**config.mk**
```make
export PLATFORM = sky130hd
export DESIGN_NAME = smr_host
export DESIGN_NICKNAME = d
export VERILOG_FILES = /design/src/verilog/smr_shifter.v /design/src/verilog/smr_host.v
export VERILOG_INCLUDE_DIRS = /design/src /design/src/verilog
export SDC_FILE = /design/constraint.sdc
export NUM_CORES = 1
export LEC_CHECK = 0
export BUFFER_PORTS_ARGS = -buffer_cell sky130_fd_sc_hd__buf_2
export CORE_ASPECT_RATIO = 1.75
export CORE_MARGIN = 3
export CORE_UTILIZATION = 47
export DETAILED_ROUTE_END_ITERATION = 8
export HOLD_SLACK_MARGIN = 0.03
export SYNTH_ARGS = -nofsm -noshare
export SYNTH_HDL_FRONTEND = slang
export SYNTH_HIERARCHICAL = 1
export SYNTH_SLANG_ARGS = --single-unit
```
**constraint.sdc**
```tcl
create_clock -name i_ref_clk -period 14.07 [get_ports i_ref_clk]
set_input_delay 2.1105 -clock i_ref_clk [delete_from_list [all_inputs] [get_ports i_ref_clk]]
set_output_delay 2.1105 -clock i_ref_clk [all_outputs]
set_load 0.01 [all_outputs]
```
**src/verilog/smr_map.vh**
```
// Constants for the serial memory readout host controller.
// Assumes the device is already in its low-level programming mode.
//
// Contract
// - Code 0000 sends instruction, 0001 shifts readout.
// - Code read copies working regs to readout.
// - Reset program counter after each output group.
// - Repeat output and counter reset until done.
// - Seven config registers read one each pass.
// - Config page 0xF8, read pointer starts zero.
// - Two jumps and no-op leave reset vector.
// - Load page via reg 0, clear both pointers.
// - Table read, two no-ops, copy, no-op.
// - Repeat config read, output, counter reset.
// - Move ID to readout, then shift out.
// - ID 0xBB means executive is resident.
// - Other ID means executive must be loaded.
// - Table reads pack four code words first.
`ifndef SMR_MAP_VH
`define SMR_MAP_VH
// -----------------------------------------------------------------
// Control codes and instruction words
// -----------------------------------------------------------------
`define SMR_CODE_EXEC    4'h0
`define SMR_CODE_REGISTER_SHIFT_OUT_COMMAND  4'h1
`define SMR_OP_NOP       24'h000000
`define SMR_OP_JUMP100   24'h040100
`define SMR_OP_W0_RDOUT  24'h883C20
`define SMR_OP_PAGE_W0   24'h200F80
`define SMR_OP_W0_TBLPG  24'h880190
`define SMR_OP_CLR_RDPTR 24'hEB0300
`define SMR_OP_CLR_WRPTR 24'hEB0380
`define SMR_OP_TABLE_READ_LOW    24'hBA0BB6
`define SMR_OP_ID_PAGE   24'h200800
`define SMR_OP_ID_ADDR   24'h205BE0
`define SMR_OP_ID_DEST   24'h207841
`define SMR_OP_ID_TBLRD  24'hBA0890
`define SMR_RDOUT_ADDR   16'h0784
`define SMR_ID_ADDR      24'h8005BE
`define SMR_ID_RESIDENT  8'hBB
`define SMR_CFG_WORDS    3'h7
`define SMR_RDOUT_BITS   5'h10
// -----------------------------------------------------------------
// Timing: link clock half period in core cycles
// -----------------------------------------------------------------
`define SMR_HALF_NS      40
`define SMR_CLK_NS       10
`define SMR_HALF_CYC     ((`SMR_HALF_NS + `SMR_CLK_NS - 1) / `SMR_CLK_NS)
`endif

```
**src/verilog/smr_shifter.v**
```verilog
// Bit-level engine: sends a 4-bit code plus 24-bit word, or a code then reads 16 bits.
// Assumes one core clock and a device sampling data on the rising link clock.
`include "smr_map.vh"
module smr_shifter #(
    parameter HALF = `SMR_HALF_CYC      // Core cycles per link half period
) (
    // Clock and reset
    input  wire        i_ref_clk,
    input  wire        i_rstn,
    // Command
    input  wire        i_start,         // One-cycle start pulse
    input  wire [3:0]  i_code,          // Control code
    input  wire [23:0] i_word,          // Instruction word
    output reg         o_done,          // One-cycle completion pulse
    output reg  [15:0] o_rdata,         // Shifted-in readout value
    // Pins
    output reg         o_pgc,           // Link clock
    output reg         o_pgd,           // Data out
    output reg         o_pgd_oe,        // Data drive enable
    input  wire        i_pgd            // Data in (unsynchronised)
);
    // -----------------------------------------------------------------
    // State
    // -----------------------------------------------------------------
    reg [7:0]  div;                     // Half-period divider
    reg [5:0]  nbit;                    // Bits left
    reg [27:0] sh;                      // Outgoing shift register
    reg        busy;                    // Transfer in progress
    reg        rd;                      // Now in read phase
    reg        is_out;                  // Current command is register-out
    reg        pgd_s1;                  // Synchroniser stage one
    reg        pgd_s2;                  // Synchroniser stage two
    wire       tick = (div == 8'h00);   // Half-period enable pulse

    // Two flops on the incoming data pin
    always @(posedge i_ref_clk) begin
        pgd_s1 <= i_pgd;
        pgd_s2 <= pgd_s1;
    end

    // Shifter: data changes on falling link edge, device samples on rising
    always @(posedge i_ref_clk) begin
        o_done <= 1'b0;
        if (!i_rstn) begin
            div      <= 8'h00;
            nbit     <= 6'h00;
            sh       <= 28'h0000000;
            busy     <= 1'b0;
            rd       <= 1'b0;
            is_out   <= 1'b0;
            o_pgc    <= 1'b0;
            o_pgd    <= 1'b0;
            o_pgd_oe <= 1'b0;
            o_rdata  <= 16'h0000;
        end else if (!busy) begin
            if (i_start) begin
                // Code is sent LSB first, then the word LSB first
                sh     <= {i_word, i_code};
                nbit   <= (i_code == `SMR_CODE_REGISTER_SHIFT_OUT_COMMAND) ? 6'd4 : 6'd28;
                is_out <= (i_code == `SMR_CODE_REGISTER_SHIFT_OUT_COMMAND);
                rd     <= 1'b0;
                busy   <= 1'b1;
                o_pgd_oe <= 1'b1;
                o_pgd  <= i_code[0];
                div    <= HALF[7:0] - 8'h01;
            end
        end else if (tick) begin
            div   <= HALF[7:0] - 8'h01;
            o_pgc <= ~o_pgc;
            if (o_pgc) begin
                // Falling edge: move to next bit
                if (nbit == 6'd1) begin
                    if (is_out && !rd) begin
                        // Release the line and collect the readout
                        rd       <= 1'b1;
                        o_pgd_oe <= 1'b0;
                        nbit <= {1'b0, `SMR_RDOUT_BITS};
                    end else begin
                        busy     <= 1'b0;
                        o_done   <= 1'b1;
                        o_pgd_oe <= 1'b0;
                    end
                end else begin
                    nbit <= nbit - 6'd1;
                    sh   <= {1'b0, sh[27:1]};
                    o_pgd <= sh[1];
                end
            end else if (rd) begin
                // Rising edge: capture readout, MSB first
                o_rdata <= {o_rdata[14:0], pgd_s2};
            end
        end else begin
            div <= div - 8'h01;
        end
    end
endmodule // smr_shifter

```
**src/verilog/smr_host.v**
```verilog
// Host controller that reads code words, config words and the application ID.
// Assumes the device already sits in programming mode; the host makes the link clock.
`include "smr_map.vh"
module smr_host #(
    parameter HALF = `SMR_HALF_CYC      // Core cycles per link half period
) (
    // Clock and reset
    input  wire        i_ref_clk,
    input  wire        i_rstn,
    // User orders
    input  wire        i_go,            // One-cycle start pulse
    input  wire [1:0]  i_op,            // 0 code, 1 config, 2 app ID
    input  wire [23:0] i_addr,          // Code start address
    input  wire [7:0]  i_groups,        // Code groups of four words to read
    output reg         o_busy,          // Operation running
    output reg         o_valid,         // One-cycle pulse per readout word
    output reg  [15:0] o_data,          // Readout word
    output reg  [2:0]  o_index,         // Word index in group or config number
    output reg         o_exec_ok,       // ID showed resident executive
    output reg         o_need_load,     // ID showed executive missing
    // Pins
    output wire        o_pgc,
    output wire        o_pgd,
    output wire        o_pgd_oe,
    input  wire        i_pgd
);
    // -----------------------------------------------------------------
    // States
    // -----------------------------------------------------------------
    localparam S_IDLE = 2'b00;
    localparam S_SEND = 2'b01;          // Feeding one step of a script
    localparam S_WAIT = 2'b10;          // Waiting for shifter
    localparam OP_CODE = 2'b00;
    localparam OP_CFG  = 2'b01;
    localparam OP_ID   = 2'b10;

    reg  [1:0]  state;
    reg  [1:0]  op;                     // Latched operation
    reg  [5:0]  pc;                     // Script step
    reg  [23:0] addr;                   // Code address
    reg  [7:0]  left;                   // Groups left
    reg  [2:0]  cfg_n;                  // Config words done
    reg         start;                  // Shifter start pulse
    reg  [3:0]  code;
    reg  [23:0] word;
    wire        sh_done;
    wire [15:0] sh_data;
    reg  [3:0]  s_code;                 // Step decode results
    reg  [23:0] s_word;
    reg         s_last;                 // Last step of this script
    // Step offsets inside the fill and output parts of a code group
    wire [5:0]  fill_step = pc - 6'd7;  // Counts from the first packed read
    wire [5:0]  out_step  = pc - 6'd31; // Counts from the first copy to readout

    smr_shifter #(.HALF(HALF)) u_shift (
        .i_ref_clk (i_ref_clk),
        .i_rstn    (i_rstn),
        .i_start   (start),
        .i_code    (code),
        .i_word    (word),
        .o_done    (sh_done),
        .o_rdata   (sh_data),
        .o_pgc     (o_pgc),
        .o_pgd     (o_pgd),
        .o_pgd_oe  (o_pgd_oe),
        .i_pgd     (i_pgd)
    );

    // -----------------------------------------------------------------
    // Script table: each step is a code and a word; order kept exactly
    // -----------------------------------------------------------------
    // The whole sequence is hard-wired so no step can be reordered
    always @* begin
        s_code = `SMR_CODE_EXEC;
        s_word = `SMR_OP_NOP;
        s_last = 1'b0;
        case (op)
            OP_CODE: begin
                // Steps 0..2 leave reset vector; 3..6 page, pointers, write pointer
                // 7..30 packed table reads; 31..54 output; 55..56 counter reset
                if (pc < 6'd2) s_word = `SMR_OP_JUMP100;
                else if (pc == 6'd3) s_word = {12'h200, addr[23:16], 4'h0};
                else if (pc == 6'd4) s_word = `SMR_OP_W0_TBLPG;
                else if (pc == 6'd5) s_word = {4'h2, addr[15:0], 4'h6};
                else if (pc == 6'd6) s_word = `SMR_OP_CLR_WRPTR;
                // Packed fill of working regs 0..5
                else if (pc >= 6'd7 && pc <= 6'd30) begin
                    // Eight reads, each trailed by two no-ops for the pipeline
                    if ((fill_step % 6'd3) == 6'd0) begin
                        case (fill_step / 6'd3)
                            6'd0: s_word = 24'hBA1B96;
                            6'd1: s_word = 24'hBADBB6;
                            6'd2: s_word = 24'hBADBD6;
                            6'd3: s_word = 24'hBA1BB6;
                            6'd4: s_word = 24'hBA1B96;
                            6'd5: s_word = 24'hBADBB6;
                            6'd6: s_word = 24'hBADBD6;
                            default: s_word = `SMR_OP_TABLE_READ_LOW;
                        endcase
                    end
                end
                // Output regs 0..5: copy, no-op, shift out, no-op
                else if (pc >= 6'd31 && pc <= 6'd54) begin
                    if (out_step[1:0] == 2'b00)
                        s_word = `SMR_OP_W0_RDOUT | {21'h0, out_step[4:2]};
                    else if (out_step[1:0] == 2'b10) s_code = `SMR_CODE_REGISTER_SHIFT_OUT_COMMAND;
                end
                // Reset program counter after the group
                else if (pc == 6'd55) s_word = `SMR_OP_JUMP100;
                // Step 56 is the no-op that lets the jump complete
                else if (pc == 6'd57) s_last = 1'b1;
            end
            OP_CFG: begin
                // Leave reset vector with two jumps and a no-op
                if (pc < 6'd2) s_word = `SMR_OP_JUMP100;
                // Page 0xF8 via reg 0, clear both pointers
                else if (pc == 6'd3) s_word = `SMR_OP_PAGE_W0;
                else if (pc == 6'd4) s_word = `SMR_OP_W0_TBLPG;
                else if (pc == 6'd5) s_word = `SMR_OP_CLR_RDPTR;
                else if (pc == 6'd6) s_word = `SMR_OP_CLR_WRPTR;
                // Per word: read, two no-ops, copy, no-op
                else if (pc == 6'd7) s_word = `SMR_OP_TABLE_READ_LOW;
                else if (pc == 6'd10) s_word = `SMR_OP_W0_RDOUT;
                else if (pc == 6'd12) s_code = `SMR_CODE_REGISTER_SHIFT_OUT_COMMAND;
                else if (pc == 6'd14) s_word = `SMR_OP_JUMP100;
                // Step 15 is the no-op after the jump
                else if (pc == 6'd16) s_last = 1'b1;
            end
            default: begin
                // Move the ID word into readout, then shift out
                if (pc < 6'd2) s_word = `SMR_OP_JUMP100;
                else if (pc == 6'd3) s_word = `SMR_OP_ID_PAGE;
                else if (pc == 6'd4) s_word = `SMR_OP_W0_TBLPG;
                else if (pc == 6'd5) s_word = `SMR_OP_ID_ADDR;
                else if (pc == 6'd6) s_word = `SMR_OP_ID_DEST;
                else if (pc == 6'd7) s_word = `SMR_OP_ID_TBLRD;
                else if (pc == 6'd10) s_code = `SMR_CODE_REGISTER_SHIFT_OUT_COMMAND;
                // Step 11 is the trailing no-op after the shift out
                else if (pc == 6'd12) s_last = 1'b1;
            end
        endcase
    end

    // -----------------------------------------------------------------
    // Sequencer
    // -----------------------------------------------------------------
    always @(posedge i_ref_clk) begin
        start   <= 1'b0;
        o_valid <= 1'b0;
        if (!i_rstn) begin
            // Every output low while reset is held
            state       <= S_IDLE;
            op          <= OP_CODE;
            pc          <= 6'd0;
            addr        <= 24'h000000;
            left        <= 8'h00;
            cfg_n       <= 3'h0;
            code        <= 4'h0;
            word        <= 24'h000000;
            o_busy      <= 1'b0;
            o_data      <= 16'h0000;
            o_index     <= 3'h0;
            o_exec_ok   <= 1'b0;
            o_need_load <= 1'b0;
        end else begin
            case (state)
                S_IDLE: begin
                    if (i_go) begin
                        // Latch the order; a start while busy never reaches here
                        op          <= i_op;
                        pc          <= 6'd0;
                        addr        <= i_addr;
                        cfg_n       <= 3'h0;
                        left        <= (i_groups == 8'h00) ? 8'h01 : i_groups;
                        o_busy      <= 1'b1;
                        o_exec_ok   <= 1'b0;
                        o_need_load <= 1'b0;
                        state <= S_SEND;
                    end
                end
                S_SEND: begin
                    if (s_last) begin
                        if (op == OP_CODE && left != 8'h01) begin
                            // Next group of four words
                            left <= left - 8'h01;
                            addr <= addr + 24'h000008;
                            pc <= 6'd3;
                        end else if (op == OP_CFG && cfg_n != `SMR_CFG_WORDS) begin
                            // One config register per pass
                            pc <= 6'd7;
                        end else begin
                            o_busy <= 1'b0;
                            state  <= S_IDLE;
                        end
                    end else begin
                        // Hand one step to the shifter; steps never overlap
                        code  <= s_code;
                        word  <= s_word;
                        start <= 1'b1;
                        state <= S_WAIT;
                    end
                end
                S_WAIT: begin
                    if (sh_done) begin
                        pc <= pc + 6'd1;
                        state <= S_SEND;
                        if (code == `SMR_CODE_REGISTER_SHIFT_OUT_COMMAND) begin
                            o_valid <= 1'b1;
                            o_data  <= sh_data; // 16 bits per readout
                            // Code words are numbered by the working reg they came from
                            if (op == OP_CODE) o_index <= out_step[4:2];
                            else o_index <= cfg_n;
                            if (op == OP_CFG) cfg_n <= cfg_n + 3'h1;
                            if (op == OP_ID) begin
                                // Classify executive presence
                                o_exec_ok   <= (sh_data[7:0] == `SMR_ID_RESIDENT);
                                o_need_load <= (sh_data[7:0] != `SMR_ID_RESIDENT);
                            end
                        end
                    end
                end
                default: state <= S_IDLE;
            endcase
        end
    end
endmodule // smr_host

```
After elaboration in Yosys (flattened, before gate mapping)
Index checks and enable logic that the tools add are counted.
- flip-flop bits (word level): 164
- output and inout port bits: 26
- bits of input ports: 38
- multiplexer cells: 161
- equal/unequal tests: 46
- bitwise operators: 3
- $lt $le $gt $ge: 5
- reductions and logical operators: 39
- add/sub/neg operators: 8
- div/mod/pow operators: 2
- operator list (operator ; number):
    2-to-1 mux 24 bit ; 25
    2-to-1 mux 28 bit ; 5
    case mux 24 bit (2 select lines) ; 2
    2-to-1 mux 1 bit ; 87
    2-to-1 mux 6 bit ; 11
    case mux 16 bit (4 select lines) ; 1
    2-to-1 mux 19 bit ; 3
    2-to-1 mux 8 bit ; 7
    equality test 6 x 3 -> 1 bit, second input constant ; 7
    AND reduction 5 bit ; 6
    adder 24 x 4 -> 24 bit, second input constant ; 1
    inequality test 2 bit, second input constant ; 12
    AND reduction 4 bit ; 6
    equality test 6 x 2 -> 1 bit, second input constant ; 3
    equality test 6 x 4 -> 1 bit, second input constant ; 3
    case mux 6 bit (3 select lines) ; 1
    logical NOT 8 bit ; 2
    case mux 8 bit (2 select lines) ; 1
    subtractor 8 x 1 -> 8 bit, second input constant ; 2
    2-to-1 mux 3 bit ; 5
    inequality test 3 bit, second input constant ; 5
    equality test 6 x 1 -> 1 bit, second input constant ; 2
    equality test 6 bit, second input constant ; 2
    logical NOT 6 bit ; 2
    other kinds (35) ; 63

Longest topological paths before layout
- depth after elaboration: 14
- mapped depth: 28
- mapped depth without buffers: 25

Hierarchy
Netlist, hierarchy kept.
- by module, submodules not included (module ; sequential area each (sq um) ; instances ; cells an instance ; area each (sq um)):
    smr_host ; 1861.8 ; 1 ; 841 ; 6107.1
    smr_shifter ; 1321.3 ; 1 ; 328 ; 2951.6

Least setup slack after synthesis
No wires, ideal clock.
- path kind: reg-to-reg
- start: register pc[0]
- end: register word[12]
- arrival: 5.259 ns
- required time: 13.969 ns
- setup time: 0.101 ns
- stages on the path, launching flop included: 28
- setup slack: 8.710 ns
- path through: dfxtp_1 > ha_1 > a21oi_2 > xnor2_1 > or2_2 > inv_1 > ha_1 > buf_2 > a21o_4 > o21ai_1 > nand2b_1 > buf_2 > nand3_1 > o21ai_0 > ha_1 > a221oi_2 > o221a_4 > o21a_4 > xnor2_1 > inv_1 > ha_1 > o21ai_0 > a311o_1 > o2111ai_1 > or4_1 > a211oi_2 > nand2_1 > o41ai_1
- word-level cells in the longest chain between the ends: 14
- RTL lines (element ; line ; RTL):
    start, declared ; smr_host.v:39 ; reg [5:0] pc;
    start signal, assigned ; smr_host.v:205 ; pc <= pc + 6'd1;
    parallel branches: the longest is 14 deep, another holds subtractor 6 x 3 -> 6 bit ; n/a ;
    end signal, assigned ; smr_host.v:198 ; word <= s_word;
    end, declared ; smr_host.v:45 ; reg [23:0] word;
Several ways; the timed one is not identified.
A chain may end at the register's enable or synchronous reset.

Final worst setup path
Ends and elaborated chain as after synthesis.

==> key figures <==
Global route
  • GRT Util Overall: 24.9%
  • First-pass GRT wire length: 42.9 mm
  • Pin count of the biggest net entering global routing: 98
  • Initial antenna violation count: 0
  • Total gr overflow: 0
  • Vias in the first global route: 8463

Critical path
  • Crit end category: flop
  • Worst EP required: 14400 ps
  • Worst EP arrival: 7920 ps
  • Worst-path fanout max: 20
  • Crit start category: flop
  • Crit path kind: reg2reg

Synth
  • Post-synth cell types: 85
  • Mapped Cells: 1169
  • Largest area contributor in the netlist: dfxtp_1
  • Synth Warn #: 6
  • Mapped Area: 0.00906 sq mm
  • Mean Syn Cell Area: 7.75 sq um
  • Async SR Flop Fraction: 0%
  • Dominant cell by count in the synthesized netlist: dfxtp_1
  • Post-synthesis sequential area ratio: 35.1%
  • EDFF count, synth: 0
  • Seq cells post-synth: 159
  • Top_reg_cell synth: dfxtp_1
  • Top post-synthesis cells by area: dfxtp_1 (35%), a21oi_1 (7.2%), nand2_1 (6.4%)
  • Synth top area share: 35.1%
  • Most frequent cells after synthesis: dfxtp_1 (159), nand2_1 (154), a21oi_1 (130)

Drt
  • Vias: 8610
  • Residual DRC: 0
  • Initial DRT Pass Iterations: 5
  • Post-route ant nets: 0
  • Detailed Route WL: 26.2 mm
  • WL/cell: 18.2 um
  • Iteration-0 DRC count of the detailed router: 762
  • Post-DR vias/cell: 5.99

Place
  • Dpl hpwl: 18.8 mm
  • IO buf count: 63
  • Placed cell areas: 0.00943 sq mm
  • RePlAce Congestion: 0.943

Clock tree
  • Clk sinks: 159
  • TritonCTS buffer count: 17
  • CTS root buffer: clkbuf_16
  • Clock transition at path regs: 60 ps
  • H-tree lvl count: 4
  • PostCTS Resize Cnt: 0
  • Worst skew pair latency: 440 ps
  • Setup bufs post-CTS: 0
  • Hold Buf Count CTS: 0
  • TritonCTS clock tree: done
  • Clock tree buffer depth: 2

Pwr
  • P_sw: 0.592 mW
  • Comb power frac: 32.7%
  • VDD IR-drop max: 0.0896 mV
  • Pwr per Cell Area: 157 mW/mm^2
  • Sequential share of power: 38.1%
  • Clock share of power: 29.2%
  • Leak: 3.67 nW
  • Sw frac: 37.7%
  • Internal: 0.978 mW

Floorplan
  • Die footprint: 0.0210 sq mm
  • Row Count: 66
  • Initial core utilization: 48.3%
  • Die height: 190 um
  • Die Width: 111 um
  • Core ar.: 0.0187 sq mm
  • Io pins: 64

Timing
  • Fin crit share: 54.0%
  • Final Max Tran Viols: 0
  • Tightest Pin Transition: 900 ps
  • Hold Vio Cnt, Final: 0
  • Final setup viols: 0
  • Unrepaired setup endpoints after global routing: false
  • Max frequency: 132 MHz
  • Final min period: 7590 ps
  • Fin Hold WS: 326 ps
  • Setup Skew: 8.10 ps
  • Final setup TNS: 0 ps
  • Slew HR: 39.9%

Layout
  • Share of layout cells above drive strength 1: 11.6%
  • Final Util: 53.4%
  • Layout fillers: 1946
  • Area growth syn-to-layout: 10.6%
  • Ant diodes: 0
  • Design area: 0.0100 sq mm
  • Nets: 1246

Run
  • Max-cap violation count: 0

Min path
  • Min-delay worst type: reg2reg

Outcome
  • Outcome: complete, no violations
==> power groups by stage <==
| stage | clock, mW | sequential [mW] | combinational (mW) |
|---|---|---|---|
| 2_1_floorplan | 0 | 0.576 | 0.409 |
| 3_3_place_gp | 0 | 0.606 | 0.506 |
| 3_5_place_dp | 0 | 0.607 | 0.512 |
| 4_1_cts | 0.468 | 0.598 | 0.514 |
| 5_1_grt | 0.488 | 0.608 | 0.578 |
| 6_report | 0.458 | 0.598 | 0.513 |
==> kinds of logic (layout without fill, tap and decap cells) <==
| logic type | Yosys count | after routing | synth area share (%) |
|---|---|---|---|
| multiplexers | 38 | 38 | 4.21 |
| XOR/XNOR | 14 | 14 | 1.56 |
| flip-flops | 159 | 159 | 35.1 |
| AND/OR/NAND/NOR | 428 | 428 | 23.2 |
| buffers and inverters | 121 | 146 | 5.70 |
| adder cells (fa/ha/maj) | 21 | 21 | 2.90 |
| other | 1 | 7 | 0.0414 |
| AO/OA/AOI/OAI | 387 | 387 | 27.2 |
==> cell usage in the layout, fill, tap and decap left out, types with 10 or more instances in the layout <==
master / n
a211oi_1: 17
a21boi_1: 10
a21oi_1: 130
a31oi_1: 18
and2_1: 19
and3_1: 12
buf_2: 63
buf_4: 14
clkbuf_16: 17
dfxtp_1: 158
ha_1: 21
inv_1: 35
mux2i_1: 37
nand2_1: 154
nand2b_1: 10
nand3_1: 35
nor2_1: 77
nor2b_1: 13
nor3_1: 38
nor3b_1: 14
o211ai_1: 10
o21ai_0: 64
o21ai_1: 28
o22ai_1: 21
==> final timing paths <==
path / from / to / slack, ps / cells past startpoint
min reg2reg: u_shift/pgd_s1 / u_shift/pgd_s2 / 330 / 0
max: pc[0] / word[12] / 6480 / 25
min: u_shift/pgd_s1 / u_shift/pgd_s2 / 330 / 0
max reg2reg: pc[0] / word[12] / 6480 / 25
==> state kept, by name, indices dropped and copies added (netlist names), 6 cells and up <==
signal           cells
u_shift/sh          28
addr                24
word                23
o_data              16
u_shift/o_rdata     16
left                 8
u_shift/div          8
pc                   6
u_shift/nbit         6
==> layout make-up <==
cell class / instances / area [sq um] / share of cell area (%)
multi-input combinational: 895 / 5390 / 53.8
sequential: 159 / 3180 / 31.8
clock buffer: 22 / 484 / 4.83
timing repair buffer: 77 / 420 / 4.20
tap: 238 / 298 / 2.97
inverter: 37 / 139 / 1.39
clock inverter: 10 / 101 / 1.01
==> worst max-delay path: stages, from the launching register on <==
cell and delay, ps:
dfxtp_1 730, ha_1 730, a21oi_2 150, xnor2_1 560, or2_2 290, inv_1 60, ha_1 290, a21o_4 250
o21ai_1 130, nand2b_1 230, nand3_1 150, o21ai_0 90, ha_1 240, a221oi_2 330, o221a_4 300, o21a_4 170
xnor2_1 200, inv_1 120, ha_1 230, o21ai_0 80, a311o_1 140, o2111ai_1 80, or4_1 560, a211oi_2 720
nand2_1 250, o41ai_1 380
==> stage by stage <==
step	setup WS (ps)	std cells	total power, mW
floorplan	8710	1175	0.985
global placement	6690	1406	1.11
detailed placement	6540	1406	1.12
CTS	6540	1438	1.58
global route	5850	1438	1.67
finish	6480	1438	1.57
==> routing by layer <==
metal / vias up / global-route usage [%] / part of all wire, %
met4: 0 / 12.8 / 4.4
met1: 4067 / 27.1 / 40
met3: 70 / 3.53 / 3.2
li1: 4268 / - / -
met5: - / 0 / 0
met2: 205 / 46.4 / 53
Power figures use the tool's default switching activity.
